## config.mk

```make
export PLATFORM = sky130hd
export DESIGN_NAME = ext_interrupt_wake_clear
export DESIGN_NICKNAME = d
export VERILOG_FILES = /design/src/common/ext_irq_pkg.sv /design/src/design/edge_level_detect.sv /design/src/design/ext_interrupt_wake_clear.sv
export VERILOG_INCLUDE_DIRS = /design/src /design/src/common
export SDC_FILE = /design/constraint.sdc
export NUM_CORES = 1
export LEC_CHECK = 0
export BUFFER_PORTS_ARGS = -buffer_cell sky130_fd_sc_hd__buf_2
export CAP_MARGIN = 20
export CORE_AREA = 10 10 84 86
export CTS_BUF_LIST = sky130_fd_sc_hd__clkbuf_4 sky130_fd_sc_hd__clkbuf_8
export CTS_CLUSTER_SIZE = 14
export DETAILED_ROUTE_END_ITERATION = 16
export DIE_AREA = 0 0 94 96
export GPL_TIMING_DRIVEN = 0
export MAX_ROUTING_LAYER = met4
export PLACE_DENSITY = 0.88
export RECOVER_POWER = 100
export SYNTH_ARGS = -nofsm -noshare
export SYNTH_HDL_FRONTEND = slang
export SYNTH_SLANG_ARGS = --single-unit
```

## constraint.sdc

```tcl
create_clock -name ref_clk -period 1.4 [get_ports ref_clk]
set_input_delay 0.07 -clock ref_clk [delete_from_list [all_inputs] [get_ports ref_clk]]
set_output_delay 0.07 -clock ref_clk [all_outputs]
set_load 0.02 [all_outputs]
```

## src/common/ext_irq_map.svh

```systemverilog
/*
  Register offsets, field positions, reset values and widths of the
  bus wake and flag clear block.
  Assumes inclusion by bare name from files that need these figures.
*/
`ifndef EXT_IRQ_MAP_SVH
`define EXT_IRQ_MAP_SVH

// ==========================================================
// Offsets (byte addresses)
`define ADDR_WIDTH 12
`define OFS_BUS_WAKE_CONFIG 12'hA28
`define OFS_INTERRUPT_FLAG_CLEAR 12'hA30
`define OFS_FLAG_STATUS 12'hA34
`define OFS_FLAG_MASK 12'hA38

// ==========================================================
// Field positions
`define BIT_BUS_WAKE_ENABLE 3
`define BIT_BUS_AUTOCLEAR 15
`define BIT_EXT_AUTOCLEAR 14
`define BIT_BUS_FLAG_CLEAR 8
`define BIT_STATUS_BUS 8

// ==========================================================
// Reset values and masks
`define CFG_RESET 16'h0000
`define CLR_RESET 16'hC000
`define CFG_WRITE_MASK 16'h000F
`define FLAG_COUNT 9
`define FLAG_NONE 9'h000
`define EXT_COUNT 8

`endif

```

## src/common/ext_irq_pkg.sv

```systemverilog
/*
  Types shared by the bus wake and flag clear block.
  Assumes nothing beyond a SystemVerilog compiler.
*/
package ext_irq_pkg;

  // ==========================================================
  // Detection modes, aliases folded by normMode
  typedef enum logic [2:0]
  {
    MODE_RISE = 3'b000,
    MODE_FALL = 3'b001,
    MODE_BOTH = 3'b010,
    MODE_HIGH = 3'b011,
    MODE_LOW = 3'b100
  } detect_mode_type;

  // Wake sequencing states
  typedef enum logic [1:0]
  {
    ST_AWAKE = 2'b00,
    ST_ASLEEP = 2'b01,
    ST_WAKING = 2'b10
  } wake_state_type;

  // Register port request
  typedef struct packed
  {
    logic [11:0] addr;
    logic [15:0] wdata;
    logic wr;
    logic rd;
  } reg_req_type;

  // Flag set: bus flag above eight external flags
  typedef struct packed
  {
    logic bus;
    logic [7:0] ext;
  } flag_set_type;

  // Codes 101, 110, 111 alias falling, either edge, high level
  function automatic detect_mode_type normMode(input logic [2:0] code);
    case (code)
      3'b101: normMode = MODE_FALL;
      3'b110: normMode = MODE_BOTH;
      3'b111: normMode = MODE_HIGH;
      default: normMode = detect_mode_type'(code);
    endcase
  endfunction

endpackage

```

## src/design/edge_level_detect.sv

```systemverilog
/*
  Synchroniser and edge or level detector for one pin.
  Assumes an asynchronous pin and a mode from the register clock domain.
*/
`timescale 1ns/1ps
`default_nettype none

module edge_level_detect
  import ext_irq_pkg::*;
(
  input wire logic ref_clk,
  input wire logic nrst,
  input wire logic pinIn,
  input wire logic [2:0] modeCode,
  output logic hit
);

  logic syncA_reg;
  logic syncB_reg;
  logic prev_reg;
  logic hit_next;

  // ==========================================================
  // Two flip-flops before any logic looks at the pin
  always_ff @(posedge ref_clk or negedge nrst)
  begin
    if (!nrst)
    begin
      syncA_reg <= 1'b0;
      syncB_reg <= 1'b0;
      prev_reg <= 1'b0;
    end
    else
    begin
      syncA_reg <= pinIn;
      syncB_reg <= syncA_reg;
      prev_reg <= syncB_reg;
    end
  end

  // Mode decode, aliases folded first
  always_comb
  begin
    case (normMode(modeCode))
      MODE_RISE: hit_next = syncB_reg & ~prev_reg;
      MODE_FALL: hit_next = ~syncB_reg & prev_reg;
      MODE_BOTH: hit_next = syncB_reg ^ prev_reg;
      MODE_HIGH: hit_next = syncB_reg;
      MODE_LOW: hit_next = ~syncB_reg;
      default: hit_next = 1'b0;
    endcase
  end

  // Registered so the output is a clean flop
  always_ff @(posedge ref_clk or negedge nrst)
  begin
    if (!nrst)
      hit <= 1'b0;
    else
      hit <= hit_next;
  end

endmodule

`default_nettype wire

```

## src/design/ext_interrupt_wake_clear.sv

```systemverilog
/*
  Bus wake-up detection and interrupt flag clear logic.
  Holds the bus wake configuration, the flag clear register, the
  flag status and mask registers and the wake sequencer.
  Assumes a single 200 MHz ref_clk, an asynchronous bus pin, external
  event pulses and a hibernate level from logic on ref_clk.
*/
// Decided for this implementation: the strobed register port.
// Contract
// Enabled bus activity wakes from hibernate
// Host enables bus wake before hibernating
// Bus wake disabled while enable is zero
// Mode codes: rise, fall, both, high, low
// Codes 101,110,111 alias fall, both, high
// Bit 15 autoclears bus flag, resets one
// Bit 14 autoclears external flags 0-7
// Writing bit 8 clears bus flag
// Writing bits 7..0 clears external flags
// Clear bits return to zero by hardware
// Clear register resets to C000
// Reserved bits zero; level condition re-sets flag
`include "ext_irq_map.svh"
`timescale 1ns/1ps
`default_nettype none

module ext_interrupt_wake_clear
  import ext_irq_pkg::*;
(
  input wire logic ref_clk,
  input wire logic nrst,
  input wire reg_req_type regReq,
  output logic [15:0] rdData,
  input wire logic busPin,
  input wire logic [7:0] extEvent,
  input wire logic hibernate,
  output logic wakeReq,
  output flag_set_type flags,
  output logic irqOut
);

  // ==========================================================
  // Declarations
  logic [15:0] cfg_reg;
  logic [15:0] cfg_next;
  logic busAutoClr_reg;
  logic extAutoClr_reg;
  logic [8:0] clrPulse_reg;
  logic [8:0] clrPulse_next;
  flag_set_type status_reg;
  flag_set_type status_next;
  flag_set_type mask_reg;
  flag_set_type setVec;
  flag_set_type clrVec;
  flag_set_type autoVec;
  logic [15:0] rdData_next;
  wake_state_type wakeState_reg;
  wake_state_type wakeState_next;
  logic wakeReq_next;
  logic busHit;
  logic busWakeEn;
  logic wrCfg;
  logic wrClr;
  logic wrStat;
  logic wrMask;
  logic rdStat;

  // ==========================================================
  // Address decode
  always_comb
  begin
    wrCfg = regReq.wr && (regReq.addr == `OFS_BUS_WAKE_CONFIG);
    wrClr = regReq.wr && (regReq.addr == `OFS_INTERRUPT_FLAG_CLEAR);
    wrStat = regReq.wr && (regReq.addr == `OFS_FLAG_STATUS);
    wrMask = regReq.wr && (regReq.addr == `OFS_FLAG_MASK);
    rdStat = regReq.rd && (regReq.addr == `OFS_FLAG_STATUS);
  end

  // ==========================================================
  // Bus pin detection
  // Synchroniser and mode decode live in the leaf module
  edge_level_detect busDetect
  (
    .ref_clk(ref_clk),
    .nrst(nrst),
    .pinIn(busPin),
    .modeCode(cfg_reg[2:0]),
    .hit(busHit)
  );

  // Enable gates both the flag and the wake path
  assign busWakeEn = cfg_reg[`BIT_BUS_WAKE_ENABLE];

  // ==========================================================
  // Bus wake configuration register
  // Only the enable and mode bits are stored
  always_comb
  begin
    cfg_next = cfg_reg;
    if (wrCfg)
      cfg_next = regReq.wdata & `CFG_WRITE_MASK;
  end

  always_ff @(posedge ref_clk or negedge nrst)
  begin
    if (!nrst)
      cfg_reg <= `CFG_RESET;
    else
      cfg_reg <= cfg_next;
  end

  // ==========================================================
  // Flag clear register: autoclear enables
  always_ff @(posedge ref_clk or negedge nrst)
  begin
    if (!nrst)
    begin
      busAutoClr_reg <= 1'b1;
      extAutoClr_reg <= 1'b1;
    end
    else if (wrClr)
    begin
      busAutoClr_reg <= regReq.wdata[`BIT_BUS_AUTOCLEAR];
      extAutoClr_reg <= regReq.wdata[`BIT_EXT_AUTOCLEAR];
    end
  end

  // ==========================================================
  // Flag clear register: self-resetting clear bits
  // A written one lives one cycle, acts, then drops by itself
  always_comb
  begin
    clrPulse_next = 9'h000;
    if (wrClr)
      clrPulse_next = regReq.wdata[8:0];
  end

  always_ff @(posedge ref_clk or negedge nrst)
  begin
    if (!nrst)
      clrPulse_reg <= 9'h000;
    else
      clrPulse_reg <= clrPulse_next;
  end

  // ==========================================================
  // Flag set and clear terms
  // Autoclear acts on a read of the status register, so the read
  // still returns the flags that caused the interrupt
  always_comb
  begin
    setVec.bus = busHit && busWakeEn;
    setVec.ext = extEvent;
    autoVec.bus = rdStat && busAutoClr_reg;
    autoVec.ext = {`EXT_COUNT{rdStat && extAutoClr_reg}};
    clrVec = clrPulse_reg | autoVec;
    if (wrStat)
      clrVec = clrVec | flag_set_type'(regReq.wdata[8:0]);
  end

  // ==========================================================
  // Status flags
  // Set wins over clear; a level mode whose condition stays present
  // sets the flag again in the very cycle of the clear
  always_comb
  begin
    status_next = (status_reg & ~clrVec) | setVec;
  end

  always_ff @(posedge ref_clk or negedge nrst)
  begin
    if (!nrst)
      status_reg <= `FLAG_NONE;
    else
      status_reg <= status_next;
  end

  // ==========================================================
  // Interrupt mask
  always_ff @(posedge ref_clk or negedge nrst)
  begin
    if (!nrst)
      mask_reg <= `FLAG_NONE;
    else if (wrMask)
      mask_reg <= regReq.wdata[8:0];
  end

  // Level output while any unmasked flag stands
  always_ff @(posedge ref_clk or negedge nrst)
  begin
    if (!nrst)
      irqOut <= 1'b0;
    else
      irqOut <= |(status_next & mask_reg);
  end

  assign flags = status_reg;

  // ==========================================================
  // Wake sequencer
  // A hit only wakes while enabled and hibernating; the host is
  // expected to enable before it requests hibernate
  always_comb
  begin
    wakeState_next = wakeState_reg;
    wakeReq_next = 1'b0;
    case (wakeState_reg)
      ST_AWAKE:
      begin
        if (hibernate)
          wakeState_next = ST_ASLEEP;
      end
      ST_ASLEEP:
      begin
        if (!hibernate)
          wakeState_next = ST_AWAKE;
        else if (busHit && busWakeEn)
        begin
          wakeState_next = ST_WAKING;
          wakeReq_next = 1'b1;
        end
      end
      ST_WAKING:
      begin
        // Held until the power controller leaves hibernate
        wakeReq_next = hibernate;
        if (!hibernate)
          wakeState_next = ST_AWAKE;
      end
      default: wakeState_next = ST_AWAKE;
    endcase
  end

  always_ff @(posedge ref_clk or negedge nrst)
  begin
    if (!nrst)
      wakeState_reg <= ST_AWAKE;
    else
      wakeState_reg <= wakeState_next;
  end

  always_ff @(posedge ref_clk or negedge nrst)
  begin
    if (!nrst)
      wakeReq <= 1'b0;
    else
      wakeReq <= wakeReq_next;
  end

  // ==========================================================
  // Read data
  // Reserved and unmapped bits read as zero
  always_comb
  begin
    rdData_next = 16'h0000;
    if (regReq.rd)
    begin
      case (regReq.addr)
        `OFS_BUS_WAKE_CONFIG: rdData_next = cfg_reg;
        `OFS_INTERRUPT_FLAG_CLEAR:
        begin
          rdData_next[`BIT_BUS_AUTOCLEAR] = busAutoClr_reg;
          rdData_next[`BIT_EXT_AUTOCLEAR] = extAutoClr_reg;
          rdData_next[8:0] = clrPulse_reg;
        end
        `OFS_FLAG_STATUS: rdData_next[8:0] = status_reg;
        `OFS_FLAG_MASK: rdData_next[8:0] = mask_reg;
        default: rdData_next = 16'h0000;
      endcase
    end
  end

  // Data stands only in the cycle after the read strobe
  always_ff @(posedge ref_clk or negedge nrst)
  begin
    if (!nrst)
      rdData <= 16'h0000;
    else
      rdData <= rdData_next;
  end

endmodule

`default_nettype wire

```

==> metrics.cfg, run 1 <==
[outcome]
status=complete, but fails checks
violations=negative setup slack

[floorplan]
die_y_um=96
core-area_mm2=0.00541
dieArea_mm2=0.00902
row_count=27
start_util_pct=47.0
die_w_um=94
ioPinCount=69

[logic_synthesis]
ys_warn_count=0
yosysTopAreaCell=dfrtp_1
yosysUniqueCellTypes=41
synthTopCellsByCount=dfrtp_1, nor2_1, mux2_2
avgSynthCellArea_um2=10.8
synth_top_cell_area_share_pct=49.2
ys.flop_type=dfrtp_1
syn_inst=235
synth_area_mm2=0.00254
ys_ff_latch=52
yosys-top-cells-area=dfrtp_1, mux2_2, a21oi_1, nor2b_1, o21ai_0
async_flop_share_pct=100
ys_seq_area_share_pct=51.3
synth-edff-count=0
yosys.cell_count.top_type=dfrtp_1

[pwr]
total_power_mw=2.98
power_density_mw_per_mm2=884
p_leak_nw=1.58
peakVddDrop_uv=602

[clocking]
cts_max_level=2
clockBufferDepth=2
cts.clk_slew.worst_paths_ns=0.09
root_buffer=clkbuf_8
cts_tree=built
cts_buffers=5
clk_latency_ns=0.31
cts.sinks=52

[place]
hpwl_um=4910
dpl_cell_area_mm2=0.00297
place.gp.congestion=0.896
portBuffers=58

[detailed_routing]
drt_iter0_markers=269
first_pass_iters=5
via_per_inst=5.52
drt.antenna.violating_nets=0
drt-total-wl_um=7140
drc=0
vias=2195
wl_per_cell_um=17.9

[grt]
antenna_found_initial=0
grt.busiest_layer=met2
overflow=0
grt_use_met2_pct=27.5
grt_pass1_vias=2260
grt_util_met1_pct=17.5
grt_pass1_wl_um=10900
grt_usage_pct=15.8
grt.met3_usage_pct=3.74
grt_max_degree=53

[sta]
hold_violations=0
rsz0062_at_grt=yes
fmax_ghz=0.653
setup_viol=9
relSlewSlack_pct=58.4
setup_slack_ns=-0.130
drv_slew=0
final.period_utilization_pct=109
clock-skew-final_ns=0.00872
tightest_slew_ns=0.624
min_period_ns=1.53
timing.setup.tns_ns=-0.407

[final_layout]
fin_area_mm2=0.00337
top_register=rdData
diodes=0
final_net_count=372
n_fill_cell=446
final_util_pct=62.3
syn2layout_area_growth_pct=32.5
layout-drive-gt1-share_pct=36.2
largest_register_ffs=11

[run]
maxCapViolCount=0

[critical_path]
cp_data_arrival_time_ns=1.77
endpoint_kind=register
startpoint_type=input port
crit_type=in -> reg
critical_path_required_ns=1.64
cp_max_fo=3

[hold_path]
hold_class=in -> reg

-- per-layer routing --
metal	routed length, µm	up-vias
met3	419	15
li1	-	1007
met4	137	0
met1	2900	1081
met5	0	-
met2	3690	92
-- where the power goes --
group          total, mW  switching (mW)  internal (mW)
Combinational      0.394           0.223          0.171
Clock               1.04           0.487          0.550
Sequential          1.55          0.0229           1.53
-- cell families after synthesis --
family          count (synthesis)  synth area share, %
other cells                     1                0.147
flops                          52                 51.3
compound gates                 50                 12.1
mux                            26                 11.7
fa+ha+maj                       5                 2.46
buf+inv                        19                 3.79
simple gates                   82                 18.6
-- placed cells by master, fill, tap and decap left out, types with 5 or more instances in the layout --
master	count
mux2_2	17
dlygate4sd3_1	9
a222oi_1	5
clkbuf_1	27
dfrtp_1	50
nand2b_1	10
o21ai_0	7
conb_1	5
and3_1	10
mux2i_1	5
buf_2	34
o21ai_2	6
buf_4	16
a22oi_1	8
a21oi_1	17
nand2_1	9
nor2b_1	12
nor2_1	15
clkbuf_8	5
-- critical path: stages --
cell    delay (ns)
buf_6         0.09
or4b_4        0.55
or4_4         0.47
nor2_4        0.12
and2_4        0.17
mux2_4        0.30
-- area by class of cell --
cell class	instances	area (µm²)	share of cell area [%]
sequential	52	1300	38.7
clock inverter	2	35.0	1.04
clock buffer	6	76.3	2.27
tap	72	90.1	2.67
inverter	6	22.5	0.668
buffer	11	80.1	2.38
multi-input combinational	168	1290	38.4
timing repair buffer	81	467	13.9
-- path summary, 6_finish.rpt --
path / slack, ns / startpoint / to / cells past startpoint
max in group asynchronous: 0.22 / nrst / mask_reg[2] / 3
hold reg to reg: 0.36 / busDetect.syncA_reg / busDetect.syncB_reg / 0
setup / recovery: -0.13 / regReq[19] / busAutoClr_reg / 6
min in group asynchronous: 0.24 / nrst / rdData[4] / 2
hold / removal: 0.004 / extEvent[6] / flags[6] / 2
setup reg to reg: -0.08 / mask_reg[3] / irqOut / 5
-- what timing repair did --
item | 4_1_cts | 5_1_grt
buffers inserted | 9 | 4
pin swaps | 8 | 9
hold buffers | 8 | 1
resized for setup | 21 | 26
cloned | 0 | 0
endpoints found under the setup margin | 40 | 40
hold endpoints to repair | 8 | 50
-- per-stage QoR --
stage	hold WS, ns	std cells	worst slack, ns
6_report	0.00444	398	-0.130
5_1_grt	0.00492	398	-0.145
4_1_cts	0.00309	392	-0.131
3_5_place_dp	0.179	369	-0.882
3_3_place_gp	0.178	369	-0.853
2_1_floorplan	-0.226	239	-0.361
No activity file was read; power rests on OpenSTA's default activity.
==> inputs of run 2 (changes only) <==
Settings changed: CELL_PAD_IN_SITES_DETAIL_PLACEMENT set to 2, CELL_PAD_IN_SITES_GLOBAL_PLACEMENT set to 2, CORE_AREA 10 10 84 86 to 10 10 104 106, DIE_AREA 0 0 94 96 to 0 0 114 116, PLACE_DENSITY 0.88 to 0.87, TNS_END_PERCENT set to 30.
==> metrics.cfg, run 2 (synthesis gave the netlist of run 1 again) <==
[outcome]
status=complete, but fails checks
violations=negative setup slack

[grt]
overflow=0  ; unchanged
grt_usage_pct=13.9  ; -1.9 points
grt_pass1_vias=2556  ; +13%
grt_pass1_wl_um=14300  ; +31%
antenna_found_initial=0  ; unchanged
grt_max_degree=28  ; -47%

[final_layout]
largest_register_ffs=11  ; unchanged
diodes=0  ; unchanged
layout-drive-gt1-share_pct=32.9  ; -3.3 points
final_net_count=365  ; -1.9%
top_register=rdData
instances_no_fill=427  ; +7.3%
final_util_pct=38.4  ; -24 points
final_common_cell=dfrtp_1
fin_area_mm2=0.00333  ; -1.2%
syn2layout_area_growth_pct=31.0
final_cell_mix=dfrtp_1, buf_2, clkbuf_1, nor2_1, mux2_2

[floorplan]
die_y_um=116  ; +21%
row_count=34  ; +26%
dieArea_mm2=0.0132  ; +47%
ioPinCount=69  ; unchanged
start_util_pct=29.3  ; -18 points
die_w_um=114  ; +21%
core-area_mm2=0.00868  ; +61%

[clocking]
cts.clk_slew.worst_paths_ns=0.10  ; about the same
clk_latency_ns=0.31  ; about the same
clockBufferDepth=2  ; unchanged
root_buffer=clkbuf_8
cts_tree=built
cts.sinks=52  ; unchanged
cts_buffers=5  ; unchanged
cts_max_level=2  ; unchanged

[sta]
min_period_ns=1.62  ; +0.0901 ns
timing.setup.tns_ns=-2.58  ; -2.17 ns
hold_violations=0  ; unchanged
tightest_slew_ns=0.648  ; +0.0240 ns
rsz0062_at_grt=yes
clock-skew-final_ns=0.0103  ; +0.00159 ns
final.period_utilization_pct=116  ; +6.4 points
setup_viol=35  ; +26
fmax_ghz=0.617  ; -5.6%
relSlewSlack_pct=56.8  ; -1.6 points
drv_slew=0  ; unchanged
setup_slack_ns=-0.220  ; -0.0901 ns

[pwr]
p_seq_share_pct=53.2  ; +1.2 points
p_clk_share_pct=32.9  ; -1.9 points
p_sw_mw=0.796  ; +8.7%
power_density_mw_per_mm2=874  ; -1.1%
netSwitchingFraction_pct=27.3  ; +2.8 points
peakVddDrop_uv=335  ; -44%
comb_power_share_pct=13.8  ; +0.6 points
p_int_mw=2.12  ; -5.8%
p_leak_nw=1.54  ; -2.9%

[place]
dp_cells=406  ; +10%
dp_slack_ns=-1.21  ; -0.331 ns
portBuffers=58  ; unchanged
hpwl_um=6480  ; +32%
dpl_cell_area_mm2=0.00303  ; +2.0%
place.gp.congestion=0.819  ; -8.6%

[critical_path]
critical-path-max-stage-delay_ns=0.57  ; +0.02 ns
critical_path_required_ns=1.65  ; about the same
cp_cell_sequence=clkbuf_2, or4b_4, or4_4, nor2_4, and2_4, mux2_4
endpoint_kind=register
cp_max_fo=6  ; +3
crit_family=simple AND/OR/NAND/NOR gates
rrSetupSlack_ns=-0.18  ; -0.10 ns
cp_data_arrival_time_ns=1.87  ; +0.10 ns
worst-path-buf-inv=1  ; unchanged
crit_type=in -> reg
startpoint_type=input port
cp_slowest_cell=or4b_4

[detailed_routing]
drt_iter0_markers=124  ; -54%
first_pass_iters=4  ; -1
wl_per_cell_um=22.0  ; +23%
via_per_inst=5.18  ; -6.1%
vias=2211  ; +0.73%
drt.antenna.violating_nets=0  ; unchanged
drc=0  ; unchanged
drt-total-wl_um=9410  ; +32%

[hold_path]
hold_class=in -> reg

[run]
maxCapViolCount=0  ; unchanged

-- run 2: layer usage --
layer | part of all wire [%] | GRT usage (%) | wire (µm) | vias up
met1 | 42 | 15.6 | 3910 | 1131
met2 | 52 | 24.3 | 4900 | 71
li1 | - | - | - | 989
met5 | 0 | - | 0 | -
met4 | 2.2 | 5.10 | 203 | 0
met3 | 4.3 | 2.58 | 405 | 20
-- run 2: what timing repair did --
| action | 4_1_cts | 5_1_grt |
|---|---|---|
| buffers inserted | 4 | 2 |
| gates resized for setup | 19 | 19 |
| hold endpoints to repair | 32 | 0 |
| pin swaps | 7 | 3 |
| cloned | 0 | 1 |
| hold buffers | 8 | 0 |
| setup endpoints to repair | 40 | 37 |
-- run 2: worst paths after layout --
| path | from | end | cells after the start |
|---|---|---|---|
| max | regReq[19] | extAutoClr_reg | 6 |
| min in group asynchronous | nrst | flags[4] | 2 |
| min reg2reg | busDetect.syncA_reg | busDetect.syncB_reg | 0 |
| max reg2reg | mask_reg[3] | irqOut | 5 |
| min | regReq[17] | busAutoClr_reg | 2 |
| max in group asynchronous | nrst | busAutoClr_reg | 3 |
-- run 2: power groups by stage --
stage | clock, mW | combinational (mW) | sequential, mW
floorplan | 0 | 0.187 | 1.57
global placement | 0 | 0.328 | 1.58
detailed placement | 0 | 0.365 | 1.58
CTS | 0.947 | 0.394 | 1.55
global route | 1.03 | 0.449 | 1.56
finish | 0.959 | 0.403 | 1.55
-- run 2: area by class of cell --
cell class                 count  area [µm²]
inverter                       6        22.5
clock inverter                 1        7.51
buffer                        11        85.1
multi-input combinational    168        1260
timing repair buffer          74         422
clock buffer                   7        90.1
sequential                    52        1300
fill                         967        5350
tap                          108         135
-- run 2: per-stage QoR --
stage	hold WS [ns]	power, mW
after floorplan	-0.226	1.76
after global placement	0.178	1.90
after detailed placement	0.121	1.94
after CTS	0.00176	2.89
after global routing	-0.0000877	3.04
final	0.00266	2.91
==> inputs of run 3 (changes only) <==
Settings changed: ABC_CLOCK_PERIOD_IN_PS set to 1400, TNS_END_PERCENT 30 to unset.
==> metrics.cfg, run 3 (synthesis gave the netlist of run 1 again) <==
[sta]
setup_slack_ns=-0.236  ; -0.0161 ns
tightest_slew_ns=0.812  ; +0.164 ns
hold_violations=0  ; unchanged
min_period_ns=1.64  ; +0.0161 ns
final.period_utilization_pct=117  ; +1.2 points
setup_viol=20  ; -43%
rsz0062_at_grt=yes
whs_ns=0.0181  ; +0.0155 ns
drv_slew=0  ; unchanged
relSlewSlack_pct=45.9  ; -11 points
clock-skew-final_ns=0.00854  ; -0.00178 ns
timing.setup.tns_ns=-1.28  ; +1.30 ns
fmax_ghz=0.611  ; -0.99%

[clocking]
root_buffer=clkbuf_8
cts.sinks=52  ; unchanged
clockBufferDepth=2  ; unchanged
cts_max_level=2  ; unchanged
cts.clk_slew.worst_paths_ns=0.10  ; about the same
cts_tree=built
clk_latency_ns=0.32  ; about the same
cts_buffers=5  ; unchanged

[final_layout]
final_cell_mix=dfrtp_1, buf_2, clkbuf_1
layout-drive-gt1-share_pct=37.7  ; +4.8 points
top_register=rdData
final_common_cell=dfrtp_1
final_util_pct=41.0  ; +2.6 points
instances_no_fill=442  ; +3.5%
largest_register_ffs=11  ; unchanged
syn2layout_area_growth_pct=39.9
diodes=0  ; unchanged
final_net_count=380  ; +4.1%
fin_area_mm2=0.00356  ; +6.8%
n_fill_cell=959  ; -0.83%

[pwr]
p_clk_share_pct=35.9  ; +3.0 points
total_power_mw=3.09  ; +6.2%
p_int_mw=2.26  ; +6.7%
p_seq_share_pct=50.1  ; -3.1 points
comb_power_share_pct=14.0  ; +0.2 points
power_density_mw_per_mm2=869  ; -0.55%
p_sw_mw=0.835  ; +4.9%
netSwitchingFraction_pct=27.0  ; -0.33 points
peakVddDrop_uv=390  ; +16%
p_leak_nw=1.65  ; +7.4%

[critical_path]
crit_family=flip-flops
r2r_cells=6  ; +1
crit_type=reg -> reg
worst-path-buf-inv=1  ; unchanged
endpoint_kind=register
r2r_start=extAutoClr_reg
critical_path_required_ns=1.60  ; -0.05 ns
worst-path-stages=6  ; unchanged
cp_slowest_cell=dfstp_2
crit_path_start=extAutoClr_reg
cp_max_fo=6  ; unchanged
startpoint_type=register
rrSetupSlack_ns=-0.24  ; -0.06 ns
critical-path-max-stage-delay_ns=0.66  ; +0.09 ns
r2r-end=irqOut
cp_data_arrival_time_ns=1.83  ; -0.04 ns
cp_cell_sequence=buf_6, a22oi_1, nor2_1, a21oi_1, nor3_2, nand4b_1
crit_path_end=irqOut

[detailed_routing]
via_per_inst=5.26  ; +1.5%
drt_iter0_markers=128  ; +3.2%
first_pass_iters=4  ; unchanged
wl_per_cell_um=23.8  ; +8.0%
drt-total-wl_um=10500  ; +12%
drt.antenna.violating_nets=0  ; unchanged
drc=0  ; unchanged
vias=2324  ; +5.1%

[grt]
grt_pass1_wl_um=15800  ; +11%
grt_usage_pct=15.8  ; +1.9 points
grt_max_degree=28  ; unchanged
overflow=0  ; unchanged
antenna_found_initial=0  ; unchanged
grt_pass1_vias=2726  ; +6.7%

[hold_path]
hold_class=in -> reg
hp-start=extEvent[6]

[floorplan]
start_util_pct=29.3  ; unchanged
ioPinCount=69  ; unchanged
die_w_um=114  ; unchanged
die_y_um=116  ; unchanged
dieArea_mm2=0.0132  ; unchanged
row_count=34  ; unchanged
core-area_mm2=0.00868  ; unchanged

[place]
place.gp.congestion=0.819  ; about the same
dp_cells=406  ; unchanged
hpwl_um=6320  ; -2.5%
dpl_cell_area_mm2=0.00303  ; +0.17%
portBuffers=58  ; unchanged
dp_slack_ns=-0.954  ; +0.259 ns

[outcome]
violations=negative setup slack
status=complete, but fails checks

[run]
maxCapViolCount=0  ; unchanged

==> run 3: cell types whose count changed in the layout (fill, tap and decap cells not counted), moves of 2 or more <==
cell	delta
mux2_4	+5
mux2_2	-5
nor2_1	-2
o21ai_2	+5
o21ai_1	-6
dlygate4sd3_1	+4
a22oi_2	+2
a22oi_1	-2
buf_6	+4
buf_4	+6
nor3_1	-2
nor3_2	+2
==> run 3: worst min path at each step <==
stage	endpoint	cells after the start
2_1_floorplan	busDetect.hit	0
3_3_place_gp	busDetect.syncA_reg	1
3_5_place_dp	rdData[7]	1
4_1_cts	flags[6]	2
5_1_grt	flags[6]	2
6_report	flags[6]	2
==> run 3: power groups by stage <==
| stage | Sequential, mW | Clock, mW | Combinational, mW |
|---|---|---|---|
| 2_1_floorplan | 1.57 | 0 | 0.188 |
| 5_1_grt | 1.55 | 1.19 | 0.476 |
| 4_1_cts | 1.55 | 1.11 | 0.411 |
| 6_report | 1.55 | 1.11 | 0.432 |
| 3_5_place_dp | 1.58 | 0 | 0.358 |
| 3_3_place_gp | 1.57 | 0 | 0.329 |
==> run 3: cell type report <==
type / instances / area (µm²) / share of cell area (%)
multi-input combinational: 169 / 1340 / 37.7
sequential: 52 / 1300 / 36.7
timing repair buffer: 89 / 577 / 16.2
tap: 108 / 135 / 3.80
clock buffer: 6 / 76.3 / 2.15
buffer: 10 / 65.1 / 1.83
clock inverter: 2 / 35.0 / 0.985
inverter: 6 / 22.5 / 0.633
==> run 3: repair_timing <==
item | 4_1_cts | 5_1_grt
pin swaps | 7 | 14
buffers inserted | 14 | 2
gates resized for setup | 33 | 24
endpoints found under the setup margin | 41 | 45
hold buffers | 12 | 0
gates cloned | 1 | 2
endpoints found under the hold margin | 36 | 0
==> run 3: metal layers <==
metal	up-vias	part of all wire [%]	global-route usage, %
met2	72	53	27.9
met4	0	1.9	5.76
met3	17	4.5	3.57
li1	1023	-	-
met1	1212	41	17.1
met5	-	0	-
